===== src/hw/msd_pkg.sv =====
// msd_pkg: constants, enumerations and carrier structs of the mode/sync pin decoder.
// assumes a 50 MHz core clock; analog comparators outside deliver the digital levels.
`default_nettype none
package msd_pkg;
  // core clock
  localparam int CLK_PERIOD_NS = 20;
  // mode settling time, least time, so rounded up
  localparam int T_MODE_NS = 20000;
  localparam int T_MODE_CYC = (T_MODE_NS + CLK_PERIOD_NS - 1) / CLK_PERIOD_NS;
  // pulse counts of the pin protocol
  localparam int PULSE_CTRL_EDGES = 4;
  localparam int DOUBLE_PULSE_EDGES = 2;
  localparam int LOCK_EDGES = 2048;
  // valid sync period window in core cycles (defaults only)
  localparam int SYNC_MIN_PER_CYC = 4;
  localparam int SYNC_MAX_PER_CYC = 512;
  // switching clock oscillator
  localparam int NCO_W = 16;
  localparam logic [15:0] NCO_DEF_INC = 16'h0AAB;
  localparam logic [7:0] PHASE_STEP_RST = 8'h01;
  // register offsets
  localparam logic [7:0] ADDR_STATUS = 8'h00;
  localparam logic [7:0] ADDR_PERIOD = 8'h04;
  localparam logic [7:0] ADDR_RUN = 8'h08;
  localparam logic [7:0] ADDR_CFG = 8'h0C;
  // status field positions
  localparam int ST_EN_LSB = 0;
  localparam int ST_OP_LSB = 2;
  localparam int ST_SS = 4;
  localparam int ST_LOCK = 5;
  localparam int ST_PULSE = 6;
  localparam int ST_FIXED = 7;
  // level comparator codes of the mode pin
  localparam logic [1:0] LVL_GND = 2'h0;
  localparam logic [1:0] LVL_RES = 2'h1;
  localparam logic [1:0] LVL_MID = 2'h2;
  localparam logic [1:0] LVL_HIGH = 2'h3;
  typedef enum logic [1:0] {EN_SHUTDOWN, EN_STANDBY, EN_SWITCHING} msd_en_state_t;
  typedef enum logic [1:0] {OP_AUTO, OP_FCONT, OP_SYNC} msd_op_t;
  typedef enum logic {DIV_IDLE, DIV_RUN} msd_div_state_t;
  // pins and comparator outputs, all asynchronous to the core clock
  typedef struct packed {
    logic en_wake;
    logic en_on;
    logic vin_ok;
    logic mode_sync;
    logic [1:0] mode_level;
    logic foldback;
    logic freq_reduced;
  } msd_pins_t;
  // controls to the power stage
  typedef struct packed {
    logic supply_on;
    logic switch_en;
    logic pulse_skipping_operation;
    logic diode_emul_en;
    logic forced_continuous_operation;
    logic spread_en;
    logic sync_locked;
    logic pulse_ctrl;
  } msd_ctl_t;
endpackage
`default_nettype wire


===== src/hw/msd_mode_sync.sv =====
// msd_mode_sync: enable decode, mode/sync pin decode and switching clock lock.
// assumes comparator outputs on PINS are asynchronous; registers over a plain strobe port.
//
// Local design decisions: the plain strobed port and the placing of the registers.
`default_nettype none
module msd_mode_sync #(
  parameter int MIN_PER = msd_pkg::SYNC_MIN_PER_CYC,
  parameter int MAX_PER = msd_pkg::SYNC_MAX_PER_CYC,
  parameter int LOCK_N = msd_pkg::LOCK_EDGES
) (
  input wire logic CORE_CLK,
  input wire logic RST_B,
  input wire msd_pkg::msd_pins_t PINS,
  input wire logic [7:0] ADDR,
  input wire logic [31:0] WDATA,
  input wire logic WR,
  input wire logic RD,
  output logic [31:0] RDATA,
  output msd_pkg::msd_ctl_t CTL,
  output logic SW_CLK
);
  import msd_pkg::*;

  // saturating increment, shared by the pin timing counters
  function automatic logic [15:0] sat_inc(input logic [15:0] v, input logic [15:0] lim);
    sat_inc = (v >= lim) ? lim : v + 16'h0001;
  endfunction

  localparam logic [15:0] TMODE = 16'(T_MODE_CYC);
  localparam logic [15:0] PER_SAT = 16'(MAX_PER + 1);
  localparam logic [15:0] RUN_SAT = 16'(LOCK_N);

  // two-flop synchroniser; first stage feeds only the second
  msd_pins_t s1_reg;
  msd_pins_t pin_reg;
  logic prev_sync_reg; // last sampled pin level, for edges
  logic rise;
  logic fall;
  logic edge_any;
  logic restart; // reset or shutdown returns control to level mode

  // enable decoder
  msd_en_state_t en_state_reg;
  msd_en_state_t en_state_next;

  // pin timing
  logic [15:0] per_cnt_reg; // cycles since last rising edge
  logic [15:0] meas_per_reg; // last valid sync period
  logic per_new_reg; // a fresh period was measured
  logic [15:0] run_reg; // rising edges in the current valid train
  logic [15:0] static_cnt_reg; // cycles since last pin edge
  logic [15:0] level_cnt_reg; // cycles with an unchanged level code
  logic [1:0] level_prev_reg;
  logic per_valid;
  logic static_fire;
  logic level_fire;

  // mode state
  logic pulse_ctrl_reg;
  logic fixed_reg; // resistor option caught, mode frozen
  logic decided_reg; // a level decision has been taken
  msd_op_t op_reg;
  logic ss_sel_reg; // spread wanted by the pin
  logic locked_reg;
  logic lock_go;

  // divider for the sync increment
  msd_div_state_t div_state_reg;
  logic [4:0] div_cnt_reg;
  logic [10:0] div_rem_reg;
  logic [15:0] div_quo_reg;
  logic [15:0] sync_inc_reg;
  logic inc_ready_reg;
  logic [10:0] div_trial;

  // oscillator
  logic [NCO_W-1:0] phase_reg;
  logic [NCO_W-1:0] inc_eff;
  logic [NCO_W:0] phase_sum;
  logic [7:0] step_reg; // phase pull-in step, software set

  // synchroniser stages
  always_ff @(posedge CORE_CLK) begin
    if (!RST_B) begin
      s1_reg <= '0;
      pin_reg <= '0;
      prev_sync_reg <= 1'b0;
    end else begin
      s1_reg <= PINS;
      pin_reg <= s1_reg;
      prev_sync_reg <= pin_reg.mode_sync;
    end
  end

  // edges of the synchronised pin
  assign rise = pin_reg.mode_sync & ~prev_sync_reg;
  assign fall = ~pin_reg.mode_sync & prev_sync_reg;
  assign edge_any = rise | fall;
  assign restart = (en_state_reg == EN_SHUTDOWN);

  // enable decode; the pin is assumed always driven
  always_comb begin
    if (!pin_reg.en_wake) begin
      en_state_next = EN_SHUTDOWN;
    end else if (pin_reg.en_on && pin_reg.vin_ok) begin
      en_state_next = EN_SWITCHING;
    end else begin
      en_state_next = EN_STANDBY;
    end
  end

  // enable state register
  always_ff @(posedge CORE_CLK) begin
    if (!RST_B) begin
      en_state_reg <= EN_SHUTDOWN;
    end else begin
      en_state_reg <= en_state_next;
    end
  end

  // a period is valid only inside the sync window
  assign per_valid = (per_cnt_reg >= 16'(MIN_PER)) && (per_cnt_reg <= 16'(MAX_PER));

  // period measurement and pulse train length
  always_ff @(posedge CORE_CLK) begin
    if (!RST_B || restart) begin
      per_cnt_reg <= PER_SAT;
      meas_per_reg <= 16'h0000;
      per_new_reg <= 1'b0;
      run_reg <= 16'h0000;
    end else if (rise) begin
      per_cnt_reg <= 16'h0001;
      per_new_reg <= per_valid;
      if (per_valid) begin
        meas_per_reg <= per_cnt_reg;
        run_reg <= sat_inc(run_reg, RUN_SAT);
      end else begin
        run_reg <= 16'h0001; // first edge of a new train
      end
    end else begin
      per_cnt_reg <= sat_inc(per_cnt_reg, PER_SAT);
      per_new_reg <= 1'b0;
      if (static_fire) begin
        run_reg <= 16'h0000;
      end
    end
  end

  // hold timers for pin and level code
  always_ff @(posedge CORE_CLK) begin
    if (!RST_B || restart) begin
      static_cnt_reg <= 16'h0000;
      level_cnt_reg <= 16'h0000;
      level_prev_reg <= LVL_GND;
    end else begin
      static_cnt_reg <= edge_any ? 16'h0000 : sat_inc(static_cnt_reg, TMODE);
      level_prev_reg <= pin_reg.mode_level;
      if (pin_reg.mode_level != level_prev_reg) begin
        level_cnt_reg <= 16'h0000;
      end else begin
        level_cnt_reg <= sat_inc(level_cnt_reg, TMODE);
      end
    end
  end

  // one-cycle fire when a hold reaches the settling time
  assign static_fire = !edge_any && (static_cnt_reg == TMODE - 16'h0001);
  assign level_fire = (pin_reg.mode_level == level_prev_reg) && (level_cnt_reg == TMODE - 16'h0001);

  // lock needs pulse control, the full train, a ready increment, normal frequency
  assign lock_go = pulse_ctrl_reg && !locked_reg && (run_reg >= RUN_SAT) && inc_ready_reg
                   && !pin_reg.freq_reduced;

  // control source: level until the fourth pulse, then pulses until restart; a fixed resistor option keeps level
  always_ff @(posedge CORE_CLK) begin
    if (!RST_B || restart) begin
      pulse_ctrl_reg <= 1'b0;
    end else if (fall && run_reg >= 16'(PULSE_CTRL_EDGES) && !fixed_reg) begin
      pulse_ctrl_reg <= 1'b1;
    end
  end

  // resistor option latched at the first level decision only
  always_ff @(posedge CORE_CLK) begin
    if (!RST_B || restart) begin
      fixed_reg <= 1'b0;
      decided_reg <= 1'b0;
    end else if (level_fire && !pulse_ctrl_reg && !decided_reg) begin
      decided_reg <= 1'b1;
      fixed_reg <= (pin_reg.mode_level == LVL_RES);
    end
  end

  // operating mode and spread selection
  always_ff @(posedge CORE_CLK) begin
    if (!RST_B || restart) begin
      op_reg <= OP_AUTO;
      ss_sel_reg <= 1'b1;
      locked_reg <= 1'b0;
    end else if (!pulse_ctrl_reg) begin
      locked_reg <= 1'b0;
      if (level_fire && !fixed_reg) begin
        unique case (pin_reg.mode_level)
          LVL_GND: begin
            op_reg <= OP_AUTO;
            ss_sel_reg <= 1'b1;
          end
          LVL_RES: begin
            op_reg <= OP_AUTO;
            ss_sel_reg <= decided_reg;
          end
          LVL_MID: begin
            op_reg <= OP_FCONT;
            ss_sel_reg <= 1'b1;
          end
          LVL_HIGH: begin
            op_reg <= OP_FCONT;
            ss_sel_reg <= 1'b0;
          end
        endcase
      end
    end else if (static_fire) begin
      // static pin: level picks the mode, a lone double pulse drops spread
      op_reg <= pin_reg.mode_sync ? OP_FCONT : OP_AUTO;
      ss_sel_reg <= (run_reg != 16'(DOUBLE_PULSE_EDGES));
      locked_reg <= 1'b0;
    end else if (lock_go) begin
      op_reg <= OP_SYNC;
      locked_reg <= 1'b1;
      ss_sel_reg <= 1'b0;
    end else if (rise && !locked_reg && run_reg == 16'h0000) begin
      ss_sel_reg <= 1'b1;
    end
  end

  // serial restoring divide: increment = 2^16 / period
  assign div_trial = {div_rem_reg[9:0], (div_cnt_reg == 5'h10)};
  always_ff @(posedge CORE_CLK) begin
    if (!RST_B || restart) begin
      div_state_reg <= DIV_IDLE;
      div_cnt_reg <= 5'h00;
      div_rem_reg <= 11'h000;
      div_quo_reg <= 16'h0000;
    end else begin
      unique case (div_state_reg)
        DIV_IDLE: begin
          if (per_new_reg) begin
            div_state_reg <= DIV_RUN;
            div_cnt_reg <= 5'h10;
            div_rem_reg <= 11'h000;
            div_quo_reg <= 16'h0000;
          end
        end
        DIV_RUN: begin
          if (div_trial >= meas_per_reg[10:0]) begin
            div_rem_reg <= div_trial - meas_per_reg[10:0];
            div_quo_reg <= {div_quo_reg[14:0], 1'b1};
          end else begin
            div_rem_reg <= div_trial;
            div_quo_reg <= {div_quo_reg[14:0], 1'b0};
          end
          if (div_cnt_reg == 5'h00) begin
            div_state_reg <= DIV_IDLE;
          end else begin
            div_cnt_reg <= div_cnt_reg - 5'h01;
          end
        end
      endcase
    end
  end

  // latest finished quotient; frozen while locked so the period stays put
  always_ff @(posedge CORE_CLK) begin
    if (!RST_B || restart) begin
      sync_inc_reg <= NCO_DEF_INC;
      inc_ready_reg <= 1'b0;
    end else if (div_state_reg == DIV_RUN && div_cnt_reg == 5'h00 && !locked_reg) begin
      sync_inc_reg <= (div_trial >= meas_per_reg[10:0]) ? {div_quo_reg[14:0], 1'b1}
                                                         : {div_quo_reg[14:0], 1'b0};
      inc_ready_reg <= 1'b1;
    end
  end

  // effective increment with phase pull-in on each sync rising edge while locked
  always_comb begin
    inc_eff = NCO_DEF_INC;
    if (locked_reg) begin
      inc_eff = sync_inc_reg;
      if (rise && phase_reg[NCO_W-1] && (phase_reg < 16'hFFFF - 16'(step_reg))) begin
        inc_eff = sync_inc_reg + 16'(step_reg);
      end else if (rise && !phase_reg[NCO_W-1] && (phase_reg > 16'(step_reg))) begin
        inc_eff = sync_inc_reg - 16'(step_reg);
      end
    end
  end

  // phase accumulator: a new increment keeps the phase, so one mid-length cycle
  assign phase_sum = {1'b0, phase_reg} + {1'b0, inc_eff};
  always_ff @(posedge CORE_CLK) begin
    if (!RST_B || en_state_reg != EN_SWITCHING) begin
      phase_reg <= 16'h0000;
      SW_CLK <= 1'b0;
    end else begin
      phase_reg <= phase_sum[NCO_W-1:0];
      SW_CLK <= phase_sum[NCO_W];
    end
  end

  // controls to the power stage, registered
  always_ff @(posedge CORE_CLK) begin
    if (!RST_B) begin
      CTL <= '0;
    end else begin
      CTL.supply_on <= (en_state_reg != EN_SHUTDOWN);
      CTL.switch_en <= (en_state_reg == EN_SWITCHING);
      CTL.pulse_skipping_operation <= (op_reg == OP_AUTO);
      CTL.diode_emul_en <= (op_reg == OP_AUTO);
      CTL.forced_continuous_operation <= (op_reg != OP_AUTO);
      // slowed clock overrides spread until it ends
      CTL.spread_en <= ss_sel_reg && !pin_reg.foldback && !pin_reg.freq_reduced
                       && (en_state_reg == EN_SWITCHING);
      CTL.sync_locked <= locked_reg;
      CTL.pulse_ctrl <= pulse_ctrl_reg;
    end
  end

  // configuration register write
  always_ff @(posedge CORE_CLK) begin
    if (!RST_B) begin
      step_reg <= PHASE_STEP_RST;
    end else if (WR && ADDR == ADDR_CFG) begin
      step_reg <= WDATA[7:0];
    end
  end

  // read port, data one cycle after the strobe only
  always_ff @(posedge CORE_CLK) begin
    if (!RST_B || !RD) begin
      RDATA <= 32'h00000000;
    end else begin
      unique case (ADDR)
        ADDR_STATUS: begin
          RDATA <= 32'h00000000;
          RDATA[ST_EN_LSB +: 2] <= en_state_reg;
          RDATA[ST_OP_LSB +: 2] <= op_reg;
          RDATA[ST_SS] <= ss_sel_reg;
          RDATA[ST_LOCK] <= locked_reg;
          RDATA[ST_PULSE] <= pulse_ctrl_reg;
          RDATA[ST_FIXED] <= fixed_reg;
        end
        ADDR_PERIOD: RDATA <= {16'h0000, meas_per_reg};
        ADDR_RUN: RDATA <= {16'h0000, run_reg};
        ADDR_CFG: RDATA <= {24'h000000, step_reg};
        default: RDATA <= 32'h00000000; // unmapped reads zero
      endcase
    end
  end
endmodule
`default_nettype wire


===== config.mk =====
export PLATFORM = sky130hd
export DESIGN_NAME = msd_mode_sync
export DESIGN_NICKNAME = d
export VERILOG_FILES = /design/src/hw/msd_pkg.sv /design/src/hw/msd_mode_sync.sv
export SDC_FILE = /design/constraint.sdc
export NUM_CORES = 1
export LEC_CHECK = 0
export BUFFER_PORTS_ARGS = -buffer_cell sky130_fd_sc_hd__buf_2
export CAP_MARGIN = 10
export CORE_UTILIZATION = 45
export DETAILED_ROUTE_END_ITERATION = 10
export GPL_TIMING_DRIVEN = 0
export PLACE_DENSITY = 0.68
export SETUP_SLACK_MARGIN = 0.2
export SYNTH_ARGS = -nofsm -noshare
export SYNTH_HDL_FRONTEND = slang
export SYNTH_SLANG_ARGS = --single-unit

===== constraint.sdc =====
create_clock -name CORE_CLK -period 3.92 [get_ports CORE_CLK]
set_input_delay 0.392 -clock CORE_CLK [delete_from_list [all_inputs] [get_ports CORE_CLK]]
set_output_delay 0.392 -clock CORE_CLK [all_outputs]
set_load 0.005 [all_outputs]

# == Yosys cells after proc, flatten, opt, wreduce, memory -nomap -nowiden ==
# Index checks and enable logic that the tools add are counted.
# totals
reg_bits,221
latch_bits,0
mem_bits_rw,0
rom_bits,0
inputBits,52
out_inout_bits,41
word_cells,195
n_memories,0
# classes
addsub,10
mul,0
div,0
order_cmp,10
eq_ne,18
n_shift,0
muxes,37
n_bitwise,8
n_reduce_logical,63
# ops
cell,n
16-bit two-way mux,7
16-bit by 1-bit adder with 16-bit output (second input constant),4
16-bit case mux with 4 select lines,1
10-bit two-way mux,6
16-bit by 10-bit >= comparator with 1-bit output (second input constant),3
16-bit by 10-bit equality test with 1-bit output (second input constant),2
16-bit by 3-bit >= comparator with 1-bit output (second input constant),2
15-bit case mux with 2 select lines,1
1-bit logical AND,25
10-bit case mux with 2 select lines,1
16-bit by 16-bit adder with 17-bit output,1
16-bit by 8-bit adder with 16-bit output,1
8-bit by 4-bit equality test with 1-bit output (second input constant),2
16-bit by 12-bit >= comparator with 1-bit output (second input constant),1
16-bit by 8-bit greater-than comparator with 1-bit output,1
16-bit by 10-bit less-or-equal comparator with 1-bit output (second input constant),1
16-bit logical NOT,1
16-bit less-than comparator,1
16-bit by 2-bit != test with 1-bit output (second input constant),1
16-bit by 8-bit subtractor with 16-bit output,1
15-bit two-way mux,1
2-bit OR reduction,6
3-bit OR reduction,4
11-bit >= comparator,1
29 further kinds,71

# == Logic depth before layout (Yosys ltp) ==
# depth
depth_word,8
ltp_mapped,19
ltp_nobuf,18

# == Worst setup path before layout ==
# OpenSTA, ideal clock, no wires.
# synth_path
kind,reg2reg
from,reg step_reg[1]
to,reg phase_reg[14]
setup_time_ns,0.128
arrival_time_ns,3.863
required_ns,3.792
slack_ns,-0.070
stages_incl_launch_ff,20
n_path_buf,1
period_less_slack_ns,3.990
cell_sequence,dfxtp_1 inv_1 ha_1 nor2b_1 o211ai_1 a21o_1 a21oi_1 or2_0 clkbuf_1 a21oi_1 nand2b_1 ha_1 fa_1 a21o_1 a21o_1 a2111oi_0 o21bai_1 a31oi_1 xor2_1 nor2_1
# synth_between
elab_chain_len,6
word_cells_on_any_way,11
classes_between,4 x add/sub; 2 x order compare; 3 x mux; 2 x reduce/logical
# synth_rtl
element,line,rtl
from (decl),msd_mode_sync.sv:80,logic [7:0] step_reg;
from (signal assigned),msd_mode_sync.sv:332,step_reg <= WDATA[7:0];
1-bit by 9-bit subtractor with 10-bit output or 16-bit by 8-bit greater-than comparator with 1-bit output (tied branches),"msd_mode_sync.sv:289, msd_mode_sync.sv:291",
16-bit less-than comparator or 1-bit logical AND (tied branches),"msd_mode_sync.sv:289, msd_mode_sync.sv:291",
1-bit logical AND or 16-bit two-way mux (tied branches),"msd_mode_sync.sv:289, msd_mode_sync.sv:291",
16-bit two-way mux *,msd_mode_sync.sv:289,if (rise && phase_reg[NCO_W-1] && (phase_reg < 16'hFFFF - 16'(step_reg))) begin
16-bit two-way mux *,msd_mode_sync.sv:287,if (locked_reg) begin
16-bit by 16-bit adder with 17-bit output *,msd_mode_sync.sv:298,"assign phase_sum = {1'b0, phase_reg} + {1'b0, inc_eff};"
to (signal assigned),msd_mode_sync.sv:304,phase_reg <= phase_sum[NCO_W-1:0];
to (decl),msd_mode_sync.sv:77,logic [NCO_W-1:0] phase_reg;
# Mark *: on every way between the ends. The rest lies on a longest branch, timed or not.
# A chain may end at the register's enable or synchronous reset.

# == Final worst setup path ==
# layout_path
from,reg step_reg[3]
to,reg phase_reg[15]
# The elaborated chain is that of the path after synthesis.

==> flow_metrics.py <==
metrics = {
    "outcome": {
        "status": "finished, violations left",
        "violations": "negative setup slack",
    },
    "placed_design": {
        "io_buffers": 52,
        "place_hpwl_mm": 18.1,
        "place_congestion": 0.894,
        "placed_cell_area_um2": 11200,
        "place_inst": 1558,
    },
    "power_and_ir_drop": {
        "ir_drop_mv": 0.445,
        "power.leakage_nw": 5.26,
        "power_density_nw_per_um2": 347,
    },
    "routing": {
        "postRouteWirelength_mm": 25.9,
        "wl_per_cell_um": 15.8,
        "viasPerCell": 5.40,
        "drt_iter0_markers": 469,
        "post-route-drc-count": 0,
        "dr.pass1.iters": 5,
        "drtAntennaViolNets": 0,
        "num_vias": 8852,
    },
    "sta": {
        "max_slew.worst_pin.slew_ns": 1.10,
        "drv_slew": 0,
        "max_freq_mhz": 255,
        "rsz0062_at_grt": "yes",
        "setup_violations": 1,
        "slew_headroom": 0.263,
        "hold_ws_ns": 0.0623,
        "hold_violations": 0,
        "finalWorstSetupSlack_ns": -0.00417,
        "fin_crit_sh": 1.00,
        "skew_ns": 0.0159,
        "min_period_ns": 3.92,
    },
    "floorplan": {
        "io_pins": 93,
        "core_area_um2": 22600,
        "fp.dieW_um": 154,
        "rows": 55,
        "start_util": 0.459,
        "dieArea_um2": 23600,
        "die_h_um": 154,
    },
    "synthesis": {
        "synth.cell_area_um2": 10300,
        "ys_ff_latch": 205,
        "syn_inst": 1188,
        "synthArstFlopShare": 0,
        "synth_commonest_cells": "dfxtp_1, nor2_1, nand2_1, a21oi_1, ha_1",
        "ys.flop_type": "dfxtp_1",
        "yosys.area.top_type": "dfxtp_1",
        "syn_area_per_cell_um2": 8.71,
        "synth_area_leaders": "dfxtp_1, ha_1, nor2_1",
        "synth_cell_types": 73,
        "yosys.area.top_type_share": 0.397,
        "ys_warn_count": 0,
        "ys_seq_area_frac": 0.397,
        "synth_edf_count": 0,
        "synthMostInstantiatedCell": "dfxtp_1",
    },
    "clock_network": {
        "ctsLongestPathBuffers": 3,
        "cts.sinks": 205,
        "cts_hold_buf": 0,
        "numCtsBuffers": 24,
        "clock-root-buffer": "clkbuf_16",
        "cts_tree": "built",
        "clkSlewWorstSetupHoldPaths_ns": 0.06,
        "insertion_delay_ns": 0.53,
        "htreeDepth": 1,
    },
    "grt": {
        "grt_pass1_vias": 8343,
        "track_usage": 0.219,
        "overflow": 0,
        "antenna_found_initial": 0,
        "grt_max_degree": 14,
        "grt_pass1_wl_mm": 42.0,
    },
    "final_layout": {
        "drive_above_1_share": 0.188,
        "fin_nets": 1471,
        "fin_cells": 1639,
        "postLayoutCellArea_um2": 12700,
        "finish.utilization": 0.564,
        "areaGrowthSynthToFinish_pct": 23.0,
        "antennaDiodeCount": 0,
    },
    "worst_setup_path": {
        "critPathMaxFanout": 5,
        "critPathSlowestCell": "dfxtp_4",
        "endpoint_kind": "flip-flop",
        "critPathArrivalTime_ns": 4.34,
        "crit_type": "reg -> reg",
        "path_cells": "inv_4 -> ha_4 -> nand4b_1 -> o311ai_4 -> a21oi_4 -> buf_6 -> buf_8 -> a221o_1 -> o31ai_1 -> o211ai_1 -> ha_1 -> o21a_1 -> a211oi_4 -> o311ai_4 -> a221oi_2 -> nor3_1 -> o22a_1 -> mux2i_1",
        "critPathMaxStageDelay_ns": 0.37,
        "start_kind": "flip-flop",
        "crit_top_cell": "o311ai_4",
        "crit_required_ns": 4.33,
    },
    "run": {
        "maxCapViolCount": 0,
    },
    "min_path": {
        "hp-class": "in -> reg",
    },
}
[cell families after synthesis]
kind of cell    synth area share
mux                       0.0409
fa+ha+maj                 0.0972
buf+inv                   0.0559
simple gates               0.222
other cells             0.000362
flops                      0.397
xor+xnor                  0.0398
compound gates             0.147
[metrics by stage]
step,total power (W),TNS (ns),worst slack (ns)
floorplan,0.00221,0,0.232
global placement,0.00224,-3.78,-0.539
detailed placement,0.00224,-3.75,-0.535
CTS,0.00446,0,0.0480
global route,0.00455,-0.803,-0.187
finish,0.00442,-0.00417,-0.00417
[report_power, final]
group	internal [W]	total, W	switching, W	leakage (nW)
clock network	0.00135	0.00222	0.000878	0.386
registers	0.00210	0.00211	0.00000817	1.67
logic	0.0000411	0.0000873	0.0000461	3.20
total	0.00349	0.00442	0.000932	5.26
[what timing repair did]
action / CTS / global route
pin swaps: 41 / 19
setup endpoints to repair: 12 / 11
resized for setup: 77 / 28
setup buffers: 32 / 10
[placed cells by master, fill, tap and decap left out, types with 24 or more instances in the layout]
| master | netlist | final |
|---|---|---|
| nor3_1 | 35 | 30 |
| nor2_1 | 136 | 134 |
| clkbuf_1 | 40 | 37 |
| nor2b_1 | 30 | 29 |
| nand2_1 | 87 | 87 |
| xor2_1 | 26 | 26 |
| buf_2 | 6 | 56 |
| and2_1 | 30 | 30 |
| conb_1 | 1 | 34 |
| clkbuf_16 | 0 | 24 |
| inv_1 | 69 | 62 |
| buf_4 | 18 | 58 |
| nand3_1 | 38 | 38 |
| a21oi_1 | 80 | 72 |
| dfxtp_1 | 205 | 194 |
| ha_1 | 74 | 63 |
[worst paths after layout]
kind / end / cells past startpoint / slack [ns] / from
hold reg to reg: CTL[2] / 1 / 0.40 / pin_reg[1]
setup / recovery: phase_reg[15] / 18 / -0.004 / step_reg[3]
hold / removal: s1_reg[1] / 2 / 0.06 / PINS[1]
setup reg to reg: phase_reg[15] / 18 / -0.004 / step_reg[3]
[worst max-delay path: cells and delay by family, from the launching register on]
family	cells	cell delay (ns)
and+or+nand+nor	2	0.28
muxes	1	0.12
adders and majority gates	2	0.65
DFF	1	0.37
AOI/OAI and AO/OA	10	2.10
buffers and inverters	3	0.28
[final cells by class]
class	count	area, um2
clock buffer	31	677
fill	2026	9840
sequential	205	4140
buffer	65	373
clock inverter	8	120
tap	285	357
multi-input combinational	882	6210
inverter	69	264
timing repair buffer	94	591
[per-layer routing]
layer	vias to the layer above	wire [um]	share of wire	track usage
met1	4201	11400	0.44	0.279
li1	4388	-	-	-
met3	55	1280	0.049	0.0347
met5	-	0	0	0
met4	0	861	0.033	0.0790
met2	208	12300	0.48	0.375
(Power assumes the default switching activity.)
